`config.mk`:
```
export PLATFORM = sky130hd
export DESIGN_NAME = fsr_ctl
export DESIGN_NICKNAME = d
export VERILOG_FILES = /design/src/rtl/fsr_ctl.v
export VERILOG_INCLUDE_DIRS = /design/src /design/src/rtl
export SDC_FILE = /design/constraint.sdc
export NUM_CORES = 1
export LEC_CHECK = 0
export ABC_AREA = 1
export ABC_CLOCK_PERIOD_IN_PS = 3450
export BUFFER_PORTS_ARGS = -buffer_cell sky130_fd_sc_hd__buf_2
export CAP_MARGIN = 20
export CORE_UTILIZATION = 30
export CTS_CLUSTER_DIAMETER = 50
export CTS_CLUSTER_SIZE = 28
export DETAILED_ROUTE_END_ITERATION = 7
export GPL_TIMING_DRIVEN = 0
export PLACE_DENSITY = 0.44
export SETUP_SLACK_MARGIN = 0.02
export SLEW_MARGIN = 30
export SYNTH_ARGS = -nofsm -noshare
export SYNTH_HDL_FRONTEND = slang
export SYNTH_HIERARCHICAL = 1
export SYNTH_SLANG_ARGS = --single-unit
```
`constraint.sdc`:
```
create_clock -name clk_i -period 3.45 [get_ports clk_i]
set_clock_uncertainty 0.1 [all_clocks]
set_input_delay 0.1725 -clock clk_i [delete_from_list [all_inputs] [get_ports clk_i]]
set_output_delay 0.1725 -clock clk_i [all_outputs]
set_load 0.05 [all_outputs]
```
`src/rtl/fsr_regs.vh`:
```
/*
 * Constants of the serial flash command front end: opcodes, status
 * field positions, reset values, dummy counts and timing figures.
 * Assumes it is included by its bare name from the design file.
 */
`ifndef FSR_REGS_VH
`define FSR_REGS_VH
`define FSR_OP_WR_ENA 8'h06
`define FSR_OP_WR_DIS 8'h04
`define FSR_OP_STAT_LO 8'h05
`define FSR_OP_STAT_HI 8'h35
`define FSR_OP_STAT_WR 8'h01
`define FSR_OP_VOL_ENA 8'h50
`define FSR_OP_READ 8'h03
`define FSR_OP_FAST 8'h0B
`define FSR_BIT_BUSY 0
`define FSR_BIT_WEL 1
`define FSR_BIT_CMP 14
`define FSR_WR_MASK 16'h79FC
`define FSR_STATUS_RST 16'h0000
`define FSR_SPI_DUMMY 4'h8
`define FSR_QDUMMY_0 4'h4
`define FSR_QDUMMY_1 4'h4
`define FSR_QDUMMY_2 4'h6
`define FSR_QDUMMY_3 4'h8
`define FSR_CLK_MHZ 250
`define FSR_TW_US 2000
`define FSR_FIFO_WIDTH 8
`define FSR_FIFO_DEPTH 4
`endif

```
`src/rtl/fsr_ctl.v`:
```
/*
 * Serial flash command front end: pin sampling, opcode decode, status
 * register with write cycle timer, read data path with a small FIFO.
 * Assumes the array answers a fetch within two clocks and that the
 * serial clock is slow enough to give at least eight clocks per bit.
 */
`timescale 1ns/1ns
`include "fsr_regs.vh"

// ----------------------------------------------------------------
// Data FIFO
// ----------------------------------------------------------------
module fsr_fifo #(
    parameter WIDTH = `FSR_FIFO_WIDTH,
    parameter DEPTH = `FSR_FIFO_DEPTH,
    parameter AW = 2
) (
    input wire clk_i,
    input wire reset_i,
    input wire flush_i,
    input wire in_valid_i,
    output wire in_ready_o,
    input wire [WIDTH-1:0] in_data_i,
    output wire out_valid_o,
    input wire out_ready_i,
    output wire [WIDTH-1:0] out_data_o
);
    reg [WIDTH-1:0] mem [0:DEPTH-1];
    reg [AW-1:0] wr_ptr;
    reg [AW-1:0] rd_ptr;
    reg [AW:0] count;
    wire push;
    wire pop;

    // Handshakes on both sides.
    assign in_ready_o = (count != DEPTH[AW:0]);
    assign out_valid_o = (count != {(AW+1){1'b0}});
    assign out_data_o = mem[rd_ptr];
    assign push = in_valid_i & in_ready_o;
    assign pop = out_valid_o & out_ready_i;

    // Storage array, written on each accepted word.
    always @(posedge clk_i) begin
        if (push) begin
            mem[wr_ptr] <= in_data_i;
        end
    end

    // Pointers and fill count; flush empties the buffer.
    always @(posedge clk_i) begin
        if (reset_i || flush_i) begin
            wr_ptr <= {AW{1'b0}};
            rd_ptr <= {AW{1'b0}};
            count <= {(AW+1){1'b0}};
        end else begin
            if (push) begin
                wr_ptr <= wr_ptr + 1'b1;
            end
            if (pop) begin
                rd_ptr <= rd_ptr + 1'b1;
            end
            if (push && !pop) begin
                count <= count + 1'b1;
            end else if (pop && !push) begin
                count <= count - 1'b1;
            end
        end
    end
endmodule

// ----------------------------------------------------------------
// Command front end
// ----------------------------------------------------------------
module fsr_ctl #(
    parameter TW_CYCLES = `FSR_TW_US * `FSR_CLK_MHZ
) (
    input wire clk_i,
    input wire reset_i,
    input wire cs_n_i,
    input wire sclk_i,
    input wire [3:0] io_i,
    output reg [3:0] io_o,
    output reg [3:0] io_oe_o,
    input wire quad_mode_i,
    input wire [1:0] dummy_count_i,
    input wire ext_busy_i,
    input wire ext_done_i,
    output reg [15:0] status_o,
    output reg mem_req_o,
    output reg [23:0] mem_addr_o,
    input wire mem_valid_i,
    input wire [7:0] mem_data_i
);
    localparam ST_OPC = 3'd0;
    localparam ST_ADDR = 3'd1;
    localparam ST_DUMMY = 3'd2;
    localparam ST_WDATA = 3'd3;
    localparam ST_STAT = 3'd4;
    localparam ST_READ = 3'd5;
    localparam ST_IGNORE = 3'd6;

    reg cs_n_s0;
    reg cs_n_s1;
    reg cs_n_d;
    reg sclk_s0;
    reg sclk_s1;
    reg sclk_d;
    reg [3:0] io_s0;
    reg [3:0] io_s1;
    reg [2:0] state;
    reg [3:0] bcnt;
    reg [2:0] nbytes;
    reg [1:0] dbytes;
    reg [7:0] opcode;
    reg [7:0] shift_in;
    reg [23:0] addr;
    reg [3:0] dcnt;
    reg vol_armed;
    reg vol_this;
    reg [15:0] wsr_data;
    reg [7:0] out_sh;
    reg [3:0] obits;
    reg fetch_on;
    reg pending;
    reg [23:0] fetch_addr;
    reg wsr_busy;
    reg [23:0] tw_cnt;
    reg [15:0] wsr_val;
    reg [7:0] obyte;

    wire sck_rise;
    wire sck_fall;
    wire cs_act;
    wire cs_rise;
    wire [3:0] step;
    wire [7:0] next_byte;
    wire byte_done;
    wire write_in_progress;
    wire write_enable_latch;
    wire short_frame;
    wire wsr_go;
    wire wsr_end;
    wire fifo_ready;
    wire fifo_valid;
    wire [7:0] fifo_data;
    wire fifo_pop;
    wire out_state;

    // Dummy clock count in quad mode from the read parameter field.
    function [3:0] quad_dummy;
        input [1:0] field;
        begin
            case (field)
                2'h0: quad_dummy = `FSR_QDUMMY_0;
                2'h1: quad_dummy = `FSR_QDUMMY_1;
                2'h2: quad_dummy = `FSR_QDUMMY_2;
                default: quad_dummy = `FSR_QDUMMY_3;
            endcase
        end
    endfunction

    // Two-stage synchronisers for the pins, plus edge history.
    always @(posedge clk_i) begin
        if (reset_i) begin
            cs_n_s0 <= 1'b1;
            cs_n_s1 <= 1'b1;
            cs_n_d <= 1'b1;
            sclk_s0 <= 1'b0;
            sclk_s1 <= 1'b0;
            sclk_d <= 1'b0;
            io_s0 <= 4'h0;
            io_s1 <= 4'h0;
        end else begin
            cs_n_s0 <= cs_n_i;
            cs_n_s1 <= cs_n_s0;
            cs_n_d <= cs_n_s1;
            sclk_s0 <= sclk_i;
            sclk_s1 <= sclk_s0;
            sclk_d <= sclk_s1;
            io_s0 <= io_i;
            io_s1 <= io_s0;
        end
    end

    // Edge detection and shift helpers.
    assign cs_act = ~cs_n_s1;
    assign cs_rise = cs_n_s1 & ~cs_n_d;
    assign sck_rise = cs_act & sclk_s1 & ~sclk_d;
    assign sck_fall = cs_act & ~sclk_s1 & sclk_d;
    assign step = quad_mode_i ? 4'h4 : 4'h1;
    assign next_byte = quad_mode_i ? {shift_in[3:0], io_s1}
                                   : {shift_in[6:0], io_s1[0]};
    assign byte_done = ((bcnt + step) == 4'h8);
    assign write_in_progress = status_o[`FSR_BIT_BUSY];
    assign write_enable_latch = status_o[`FSR_BIT_WEL];
    assign short_frame = (state == ST_IGNORE) && (nbytes == 3'd0) &&
                         (bcnt == 4'h0);
    assign out_state = (state == ST_STAT) || (state == ST_READ);

    // A status write counts only if select rose on a byte boundary.
    assign wsr_go = cs_rise && (state == ST_WDATA) && (bcnt == 4'h0) &&
                    ((dbytes == 2'd1) || (dbytes == 2'd2)) &&
                    !write_in_progress && (write_enable_latch || vol_this);
    assign wsr_end = wsr_busy && (tw_cnt == 24'h000001);

    // Command sequencer, advanced on synchronised serial clock rises.
    always @(posedge clk_i) begin
        if (reset_i) begin
            state <= ST_OPC;
            bcnt <= 4'h0;
            nbytes <= 3'd0;
            dbytes <= 2'd0;
            opcode <= 8'h00;
            shift_in <= 8'h00;
            addr <= 24'h000000;
            dcnt <= 4'h0;
            vol_armed <= 1'b0;
            vol_this <= 1'b0;
            wsr_data <= 16'h0000;
        end else if (cs_rise) begin
            state <= ST_OPC;
            bcnt <= 4'h0;
            nbytes <= 3'd0;
            dbytes <= 2'd0;
            if (short_frame && (opcode == `FSR_OP_VOL_ENA)) begin
                vol_armed <= 1'b1;
            end
        end else if (sck_rise) begin
            shift_in <= next_byte;
            bcnt <= byte_done ? 4'h0 : (bcnt + step);
            if (state == ST_DUMMY) begin
                dcnt <= dcnt - 1'b1;
                if (dcnt == 4'h1) begin
                    state <= ST_READ;
                end
            end else if (byte_done) begin
                case (state)
                    ST_OPC: begin
                        opcode <= next_byte;
                        vol_armed <= 1'b0;
                        vol_this <= vol_armed &&
                                    (next_byte == `FSR_OP_STAT_WR);
                        if ((next_byte == `FSR_OP_STAT_LO) ||
                            (next_byte == `FSR_OP_STAT_HI)) begin
                            state <= ST_STAT;
                        end else if (next_byte == `FSR_OP_READ) begin
                            state <= write_in_progress ? ST_IGNORE : ST_ADDR;
                        end else if (next_byte == `FSR_OP_FAST) begin
                            state <= ST_ADDR;
                        end else if (next_byte == `FSR_OP_STAT_WR) begin
                            state <= ST_WDATA;
                        end else begin
                            state <= ST_IGNORE;
                        end
                    end
                    ST_ADDR: begin
                        addr <= {addr[15:0], next_byte};
                        nbytes <= nbytes + 1'b1;
                        if (nbytes == 3'd2) begin
                            if (opcode == `FSR_OP_FAST) begin
                                state <= ST_DUMMY;
                                dcnt <= quad_mode_i ?
                                        quad_dummy(dummy_count_i) :
                                        `FSR_SPI_DUMMY;
                            end else begin
                                state <= ST_READ;
                            end
                        end
                    end
                    ST_WDATA: begin
                        if (dbytes == 2'd0) begin
                            wsr_data[7:0] <= next_byte;
                        end else if (dbytes == 2'd1) begin
                            wsr_data[15:8] <= next_byte;
                        end
                        if (dbytes != 2'd3) begin
                            dbytes <= dbytes + 1'b1;
                        end
                    end
                    default: begin
                        if (nbytes != 3'd7) begin
                            nbytes <= nbytes + 1'b1;
                        end
                    end
                endcase
            end
        end
    end

    // Value a status write would produce from the supplied data.
    always @* begin
        wsr_val = {(dbytes == 2'd2) ? wsr_data[15:8] : status_o[15:8],
                   wsr_data[7:0]};
        wsr_val = (wsr_val & `FSR_WR_MASK) |
                  (status_o & ~`FSR_WR_MASK);
        if (dbytes == 2'd1) begin
            wsr_val[`FSR_BIT_CMP] = 1'b0;
        end
    end

    // Status register, write cycle timer and latch bookkeeping.
    always @(posedge clk_i) begin
        if (reset_i) begin
            status_o <= `FSR_STATUS_RST;
            wsr_busy <= 1'b0;
            tw_cnt <= 24'h000000;
        end else begin
            if (wsr_go) begin
                status_o[15:2] <= wsr_val[15:2];
            end
            if (wsr_go && !vol_this) begin
                wsr_busy <= 1'b1;
                tw_cnt <= TW_CYCLES[23:0];
            end else if (wsr_busy) begin
                tw_cnt <= tw_cnt - 1'b1;
                if (wsr_end) begin
                    wsr_busy <= 1'b0;
                end
            end
            status_o[`FSR_BIT_BUSY] <= (wsr_busy && !wsr_end) ||
                                       (wsr_go && !vol_this) ||
                                       ext_busy_i;
            if (cs_rise && short_frame && (opcode == `FSR_OP_WR_ENA)) begin
                status_o[`FSR_BIT_WEL] <= 1'b1;
            end else if (cs_rise && short_frame && !write_in_progress &&
                         (opcode == `FSR_OP_WR_DIS)) begin
                status_o[`FSR_BIT_WEL] <= 1'b0;
            end else if (wsr_end || ext_done_i) begin
                status_o[`FSR_BIT_WEL] <= 1'b0;
            end
        end
    end

    // Array fetch engine: one request outstanding, FIFO space gated.
    always @(posedge clk_i) begin
        if (reset_i) begin
            fetch_on <= 1'b0;
            pending <= 1'b0;
            fetch_addr <= 24'h000000;
            mem_req_o <= 1'b0;
            mem_addr_o <= 24'h000000;
        end else begin
            mem_req_o <= 1'b0;
            if (mem_valid_i) begin
                pending <= 1'b0;
            end
            if (cs_rise) begin
                fetch_on <= 1'b0;
            end else if (sck_rise && byte_done && (state == ST_ADDR) &&
                         (nbytes == 3'd2) && (opcode == `FSR_OP_READ)) begin
                // The first fetch goes out at once, so a slow array
                // still has its first byte buffered before the first falling edge.
                fetch_on <= 1'b1;
                mem_req_o <= 1'b1;
                mem_addr_o <= {addr[15:0], next_byte};
                pending <= 1'b1;
                fetch_addr <= {addr[15:0], next_byte} + 24'h000001;
            end else if (sck_rise && (state == ST_DUMMY) &&
                         (dcnt == 4'h1)) begin
                fetch_on <= 1'b1;
                mem_req_o <= 1'b1;
                mem_addr_o <= addr;
                pending <= 1'b1;
                fetch_addr <= addr + 24'h000001;
            end else if (fetch_on && !pending && !mem_req_o &&
                         fifo_ready) begin
                mem_req_o <= 1'b1;
                mem_addr_o <= fetch_addr;
                pending <= 1'b1;
                fetch_addr <= fetch_addr + 24'h000001;
            end
        end
    end

    // Buffer between the array and the serial output.
    fsr_fifo #(
        .WIDTH(`FSR_FIFO_WIDTH),
        .DEPTH(`FSR_FIFO_DEPTH),
        .AW(2)
    ) u_fifo (
        .clk_i(clk_i),
        .reset_i(reset_i),
        .flush_i(cs_rise),
        .in_valid_i(mem_valid_i & fetch_on),
        .in_ready_o(fifo_ready),
        .in_data_i(mem_data_i),
        .out_valid_o(fifo_valid),
        .out_ready_i(fifo_pop),
        .out_data_o(fifo_data)
    );

    // Byte to start on the next falling edge.
    assign fifo_pop = sck_fall && (state == ST_READ) && (obits == 4'h0);

    always @* begin
        if (state == ST_STAT) begin
            obyte = (opcode == `FSR_OP_STAT_HI) ? status_o[15:8]
                                                : status_o[7:0];
        end else begin
            obyte = fifo_valid ? fifo_data : 8'h00;
        end
    end

    // Serial output on falling edges, most significant part first.
    always @(posedge clk_i) begin
        if (reset_i) begin
            out_sh <= 8'h00;
            obits <= 4'h0;
            io_o <= 4'h0;
            io_oe_o <= 4'h0;
        end else begin
            if (cs_act && out_state) begin
                io_oe_o <= quad_mode_i ? 4'hF : 4'h2;
            end else begin
                io_oe_o <= 4'h0;
            end
            if (cs_rise) begin
                obits <= 4'h0;
            end else if (sck_fall && out_state) begin
                if (obits == 4'h0) begin
                    if (quad_mode_i) begin
                        io_o <= obyte[7:4];
                        out_sh <= {obyte[3:0], 4'h0};
                    end else begin
                        io_o <= {2'b00, obyte[7], 1'b0};
                        out_sh <= {obyte[6:0], 1'b0};
                    end
                    obits <= 4'h8 - step;
                end else begin
                    if (quad_mode_i) begin
                        io_o <= out_sh[7:4];
                        out_sh <= {out_sh[3:0], 4'h0};
                    end else begin
                        io_o <= {2'b00, out_sh[7], 1'b0};
                        out_sh <= {out_sh[6:0], 1'b0};
                    end
                    obits <= obits - step;
                end
            end
        end
    end
endmodule

```
==> results of run 1 <==
## final timing paths
| kind | to | slack (ps) | cells after the start |
|---|---|---|---|
| min | shift_in[3]$_SDFFE_PP0P_ | 210 | 4 |
| min reg2reg | io_s1[0]$_SDFF_PP0_ | 300 | 2 |
| max reg2reg | fetch_addr[16]$_SDFFE_PP0P_ | 260 | 16 |
| max | fetch_addr[16]$_SDFFE_PP0P_ | 230 | 19 |
## layout by cell type (no fill, tap or decap), types with 8 or more instances in the layout
| cell | count |
|---|---|
| nand4_1 | 13 |
| inv_1 | 198 |
| clkbuf_16 | 31 |
| dfxtp_1 | 197 |
| buf_4 | 14 |
| inv_6 | 8 |
| buf_2 | 80 |
| inv_2 | 14 |
| clkbuf_1 | 30 |
| nand2_1 | 294 |
| o21a_1 | 11 |
| o22ai_1 | 10 |
| nor3_1 | 26 |
| o21ai_0 | 146 |
| nor2_2 | 18 |
| nand2_2 | 24 |
| o21ai_1 | 10 |
| a21oi_1 | 137 |
| ha_1 | 24 |
| nor2_1 | 213 |
| nand3_1 | 99 |
| dlygate4sd3_1 | 21 |
| xor2_1 | 11 |
| edfxtp_1 | 32 |
## registers in the layout, indices dropped and copies added, names as in the netlist, 4 cells and up, named ones only
name        flops
dcnt            4
u_fifo/mem     32
obits           4
bcnt            4
shift_in        7
out_sh          7
io_s0           4
tw_cnt         24
addr           24
opcode          8
io_o            4
status_o       13
mem_addr_o     24
io_s1           4
wsr_data       11
fetch_addr     24
## per-layer routing
metal,up-vias,routed length (um)
li1,5531,-
met1,4919,18900
met2,225,17000
met3,42,1870
met4,0,828
met5,-,0
## repair_timing
item	CTS	global route
setup buffers	0	2
hold buffers	21	0
endpoints found under the hold margin	53	0
resized for setup	0	4
endpoints found under the setup margin	11	14
## through the flow
step / cell area (sq um) / setup slack, ps / setup TNS (ps)
after floorplan: 11700 / 340 / 0
after global placement: 12600 / -860 / -44000
after detailed placement: 12600 / -786 / -37520
after CTS: 13900 / 88.8 / 0
after global routing: 13900 / -2.26 / -2.26
final: 13900 / 234 / 0
## logic make-up after synthesis
logic type / synth area share [%]
AO/OA/AOI/OAI: 15.5
AND/OR/NAND/NOR: 28.3
XOR/XNOR: 1.35
adder cells (fa/ha/maj): 2.75
buffers and inverters: 9.98
other: 0.0322
flip-flops: 42.1
## layout make-up
class | count | area share (%)
multi-input combinational | 1116 | 40.3
buffer | 66 | 2.61
timing repair buffer | 90 | 4.02
tap | 511 | 4.58
clock inverter | 26 | 1.95
inverter | 213 | 5.76
clock buffer | 32 | 5.66
sequential | 229 | 35.2
## worst max-delay path: cells and delay by family
family	cells	cell delay (ps)
simple gates	11	1620
buf+inv	4	930
fa+ha+maj	3	660
xor+xnor	1	210
## where the power goes
group          switching [W]  leakage [nW]  internal, W
registers         0.00000802          1.88      0.00271
logic               0.000139          3.43    0.0000581
clock network        0.00143         0.517      0.00188
total                0.00158          5.82      0.00465
==> impl.org, run 1 <==
** Global routing
- The first global-routing pass estimated 59800 um of wire.
- Sum of overflow across all layers after global routing :: 0
- GR Layer Usage met3 :: under 10%
- In this run the most used layer during global routing was met2.
- Met1 track demand over resource in global routing :: 27.8%
- Global routing used 19.8% of the available tracks across all layers.
- Entering global routing, the biggest net connects 16 pins.
- Via count of the first global-routing pass :: 10346
- The initial antenna violation count was 0.
- For this run, global-route usage on met2 was measured as 31.9%.

** Logic synthesis
- In this run, synthesis produced a sequential element count of roughly 230.
- Count of flip-flops with a built-in enable after synthesis :: 32
- Cell types occupying the most area after synthesis :: dfxtp_1 34%, nand2_1 9.5%, edfxtp_1 8.2%
- Synthesized instance count :: around 1600
- Most used standard cell by instance count after synthesis :: nand2_1
- The top cell type by area accounts for roughly 34% of the synthesized area.
- The biggest area contributor in the post-synthesis netlist is dfxtp_1.
- Total number of yosys warnings :: 6
- Top cell types by occurrence after synthesis :: 294 x nand2_1, 213 x nor2_1, 199 x inv_1
- The synthesized netlist occupies a cell area of 11700 sq um.
- Unique masters post-synth :: between 40 and 50
- Sequential fraction of the synthesis area :: 42.1%
- In the synthesized netlist the async set-or-reset flop fraction comes to 0%.
- Synthesized area divided by synthesized cell count :: roughly 7.2 sq um
- For this run, the leading register cell type out of synthesis is dfxtp_1.

** STA
- Final Critical Period :: 3220 ps
- Number of hold violations in the final report :: 0
- Setup-failing EPs final :: 0
- Worst relative slew slack :: 30.9%
- For the pin with the worst max-slew slack, the measured transition is 1030 ps.
- Final max-slew violation count :: 0
- Final cycle utilization of the critical path :: 93.2%
- F_max :: roughly 0.31 GHz
- Worst hold margin :: 214 ps

** Route
- Number of antenna-violating nets in the routed design :: 0
- For this run, the detailed router's first-pass iteration total came to 5.
- After detailed routing, the total wire length is 38600 um.
- Detailed-route vias per instance :: approximately 4.7
- Routed length per placed instance :: 16.9 um
- The routed layout has 10717 vias.
- Iter 0 DRT Violations :: 730
- Count of unresolved DRC violations after routing :: 0

** Critical path
- The worst setup path is captured at a flop.
- Critical path class :: in2reg
- The worst register-to-register path begins at bcnt[0]$_SDFFE_PP0P_.
- Startpoint of the worst setup timing path :: quad_mode_i
- Largest stage delay on the critical path :: 280 ps
- Traced cell by cell, the critical path runs through buf_2, clkinvlp_4, buf_2, ha_1, ha_1, xnor2_1, nand3_1, nor2_2, buf_4, nand3_1, nand2_2, ha_1, nand3_1, nor2_4, nand3_4, nor2_4, nand3_1, nand2_1, nor2_1.
- Startpoint types :: input pin
- For the worst setup path, the data arrival time is 3600 ps.
- Along the worst path, the maximum fanout reaches 13.
- For this design, the slowest cell found on the critical path is buf_2.
- For the worst setup path, the data required time is 3830 ps.
- Cell with the most instances on the worst path :: nand3_1

** Floorplan
- Die span in y :: 199 um
- Initial standard-cell utilization of the core :: 30.7%
- The core region is 37900 sq um.
- Die width :: 199 um
- Area of the die :: 39600 sq um
- Row count :: 71
- just over 70 I/O pins were placed.

** CTS
- TritonCTS clock tree :: done
- Cell at the root of the clock tree :: clkbuf_16
- Depth of the CTS H-tree :: 1
- The number of clock buffers added by TritonCTS is 31.
- CTS Buffer Depth :: 3
- Clock latency on the worst-skew pair, taken at its later pin, is between 500 and 600 ps.
- CTS clock-pin slew for the worst setup and hold paths :: 60 ps
- For this design, the sink count on the clock tree is 229.

** Pwr
- Power consumption :: 0.00623 W
- Dividing total power by cell area gives a power density of 446 nW/um^2.
- The worst-case IR drop observed on VDD is 0.385 mV.
- Leakage power total :: 5.82 nW

** Finish
- Relative to the synthesized area, the layout overhead comes to 19.7%.
- Of the cells placed in the final design, the portion with a size suffix greater than 1 is 14.3%.
- Once layout is complete, the utilization of the core stands at 36.8%.
- Antenna fix cells :: 0
- Across the whole layout, storage elements account for between 4000 and 5000 sq um.
- For this run, the number of standard cells in the final layout without fillers is around 2300.
- In the final layout, the multi-input gates occupy 5620 sq um.
- Final #Nets :: 1794
- Final-layout fill cell count :: 4081

** Job
- The tool flagged a number of max-cap violations equal to 0.

** Worst hold path
- Type of the most critical hold path :: in2reg
- Hold wc startpoint :: quad_mode_i

** Outcome
- The flow ran to the end, and the final reports show no timing, DRC or antenna violations.

** Placement
- At the end of routability-driven placement, the weighted congestion stood at around 0.86.
- Final HPWL from detailed placement :: 28700 um
- Counting tap cells, the placed design contains a total of 2203 instances.
- During placement, the flow inserted port buffers numbering 67.
Power figures use the tool's default switching activity.
==> run 2: changes to the inputs <==
==> constraint.sdc (replaced) <==
create_clock -name clk_i -period 3.45 [get_ports clk_i]
set_clock_uncertainty 0.1 [all_clocks]
set_input_delay 0.69 -clock clk_i [delete_from_list [all_inputs] [get_ports clk_i]]
set_output_delay 0.69 -clock clk_i [all_outputs]
set_load 0.05 [all_outputs]
==> run 2 against run 1 <==
Net effect: critical endpoint is now addr[14]$_SDFFE_PP0P_; final area is 0.36% lower; total power is 2.0% higher; sequential share of layout area is 0.13 points higher; critical path depth is 3 lower; worst hold slack better by 45 ps; critical path type unchanged; combinational power is 9% lower; largest cell class unchanged; sequential power hardly changed; routed wire length hardly changed; final cell count is 0.48% lower; clock-buffer cell count is 11 higher; flip-flop and latch count stayed put; die area stayed put.
==> impl.org, run 2 (synthesis results as in run 1) <==
** Outcome
- Result of the run :: finished, final reports clean

** Floorplan
- Pin placement for this block handled 71 I/O pins.
- Core Area :: 37900 sq um
- Initial standard-cell utilization of the core :: 30.7%
- Die span in y :: approximately 200 um
- Area of the die :: 39600 sq um
- Die width :: 199 um
- Row count :: 71

** Critical path
- Startpoint types :: input pin
- For flop-to-flop paths, the worst setup slack is between 400 and 500 ps.
- The worst register-to-register path begins at dcnt[1]$_SDFFE_PP0P_.
- CP arrival :: 3620 ps
- STA classifies the critical path endpoint as a flop.
- Data required, critical path :: 3810 ps
- By startpoint and endpoint, the worst setup path is classified as in2reg.
- In this run the worst path has a maximum fanout of 13.
- The most critical setup path has its startpoint at quad_mode_i.

** Global routing
- First-pass GRT wire length :: 59600 um
- Overall fraction of global-route tracks in use :: 19.9%
- Largest net degree at the start of global routing :: 17
- Via count of the first global-routing pass :: 10407
- Number of antenna violations at the first check in global routing :: 0
- For this run the aggregate overflow at the end of global routing stands at 0.

** STA
- Number of hold violations in the final report :: 0
- Worst relative slew slack :: 39.8%
- Final Critical Period :: between 3000 and 4000 ps
- Static timing analysis puts the maximum clock frequency at roughly 0.31 GHz.
- Hold timing on the final database bottoms out at a slack of 260 ps.
- Setup-failing EPs final :: 0
- After layout, the worst path uses 94.6% of the clock period.
- Final max-slew violation count :: 0
- For the pin with the worst max-slew slack, the measured transition is 903 ps.
- In the final timing run, aggregate negative setup slack is 0 ps.
- Final setup margin :: roughly 190 ps
- Setup repair after global routing left no endpoint under its margin.

** Route
- In the final routed layout, each cell accounts on average for 17.0 um.
- Detailed-route wire length :: 38600 um
- Dividing the detail-routed via count by the number of cells gives 4.74.
- Number of antenna-violating nets in the routed design :: 0
- For this run, design rule violations remaining after detail routing come to 0.
- Vias after detailed routing :: 10763
- In this run, the number of DRC markers left after iteration 0 of detailed routing was 681.
- The first detailed-routing pass took 5 iterations.

** Finish
- The register with the most flip-flops in the layout has 32 of them.
- Leaving out fill and tap cells, the most frequent cell in the layout is nand2_1.
- The register with the most flip-flops in the final layout is u_fifo/mem.
- Of the cells placed in the final design, the portion with a size suffix greater than 1 is 15.1%.
- Final #Nets :: 1783
- Core Util, Final :: 36.6%
- Top library cells by usage in the layout, fill and taps aside :: 294 x nand2_1, 212 x nor2_1, 198 x inv_1, 197 x dfxtp_1, 145 x o21ai_0
- Fill cells in the final layout number 4136.
- Relative to the synthesized area, the layout overhead comes to 19.2%.
- Post-route insts no fill :: 2272

** CTS
- TritonCTS clock tree :: done
- The clock drives about 230 sinks.
- After clock tree synthesis, the clock-pin slew on the worst setup and hold paths is approximately 50 ps.
- CTS Buffer Depth :: 3
- Depth of the CTS H-tree :: 2
- Cell at the root of the clock tree :: clkbuf_16
- Clock tree synthesis inserted a total of 36 buffers.
- Clock insertion delay at the later pin of the skew report :: roughly 540 ps

** Placement
- Setup WS pre-CTS :: -945 ps
- Final HPWL from detailed placement :: 28800 um
- The count of buffers added on input and output ports is 67.
- Routability-driven placement finished with a final weighted congestion of 0.876.
- # placed instances :: 2203

** Worst hold path
- Hold wc startpoint :: sclk_i
- In this run the worst hold path is classified as in2reg.

** Job
- Max-cap violations in this run came to 0.

** Pwr
- Across the VDD grid, the largest voltage drop is 0.406 mV.
- In this run the power density over the cells is roughly 460 nW/um^2.
- Leakage power total :: 5.81 nW
==> run 2: critical path, stage by stage <==
cell	delay (ps)
buf_6	150
clkinvlp_4	130
buf_4	190
ha_1	230
ha_1	210
xnor2_2	150
nand3_2	140
nor2_4	50
buf_4	160
inv_1	170
nor2_1	110
inv_1	80
clkbuf_1	340
clkbuf_1	490
o21ai_0	150
a21oi_1	160
==> run 2: repair_timing <==
| item | in CTS | in global routing |
|---|---|---|
| gates cloned | 0 | 0 |
| resized for setup | 7 | 10 |
| hold endpoints to repair | 0 | 0 |
| hold buffers | 0 | 0 |
| buffers inserted | 3 | 4 |
| endpoints found under the setup margin | 54 | 21 |
| pin swaps | 3 | 5 |
==> run 2: final timing paths <==
path,to,cells past startpoint
max,addr[14]$_SDFFE_PP0P_,16
min,sclk_s0$_SDFF_PP0_,3
max reg2reg,fetch_addr[22]$_SDFFE_PP0P_,16
min reg2reg,cs_n_s1$_SDFF_PP1_,1
==> run 2: cell type report <==
type	count	area [sq um]	share of cell area (%)
clock inverters	19	161	1.16
inverters	213	803	5.78
clock buffers	43	968	6.97
well taps	511	639	4.60
diodes	1	2.50	0.0180
repair buffers	74	394	2.84
flip-flops and latches	229	4900	35.3
multi-input cells	1116	5650	40.6
plain buffers	66	377	2.71
==> run 2: through the flow <==
stage	area [sq um]	power (W)
after CTS	13800	0.00647
after detailed placement	12700	0.00295
after floorplan	11700	0.00287
after global routing	13900	0.00657
after global placement	12600	0.00295
final	13900	0.00635
==> run 2: power breakdown <==
group / internal [W] / switching, W / leakage (nW)
Combinational: 0.0000439 / 0.000135 / 3.38
Sequential: 0.00271 / 0.00000769 / 1.88
Clock: 0.00205 / 0.00141 / 0.552
Total: 0.00480 / 0.00155 / 5.81
==> run 2: metal layers <==
layer / track usage, % / up-vias / part of all wire (%)
li1: - / 5512 / -
met3: 2.80 / 58 / 4.8
met1: 27.5 / 4953 / 49
met4: 7.21 / 0 / 2.4
met2: 31.5 / 240 / 44
met5: 0 / - / 0
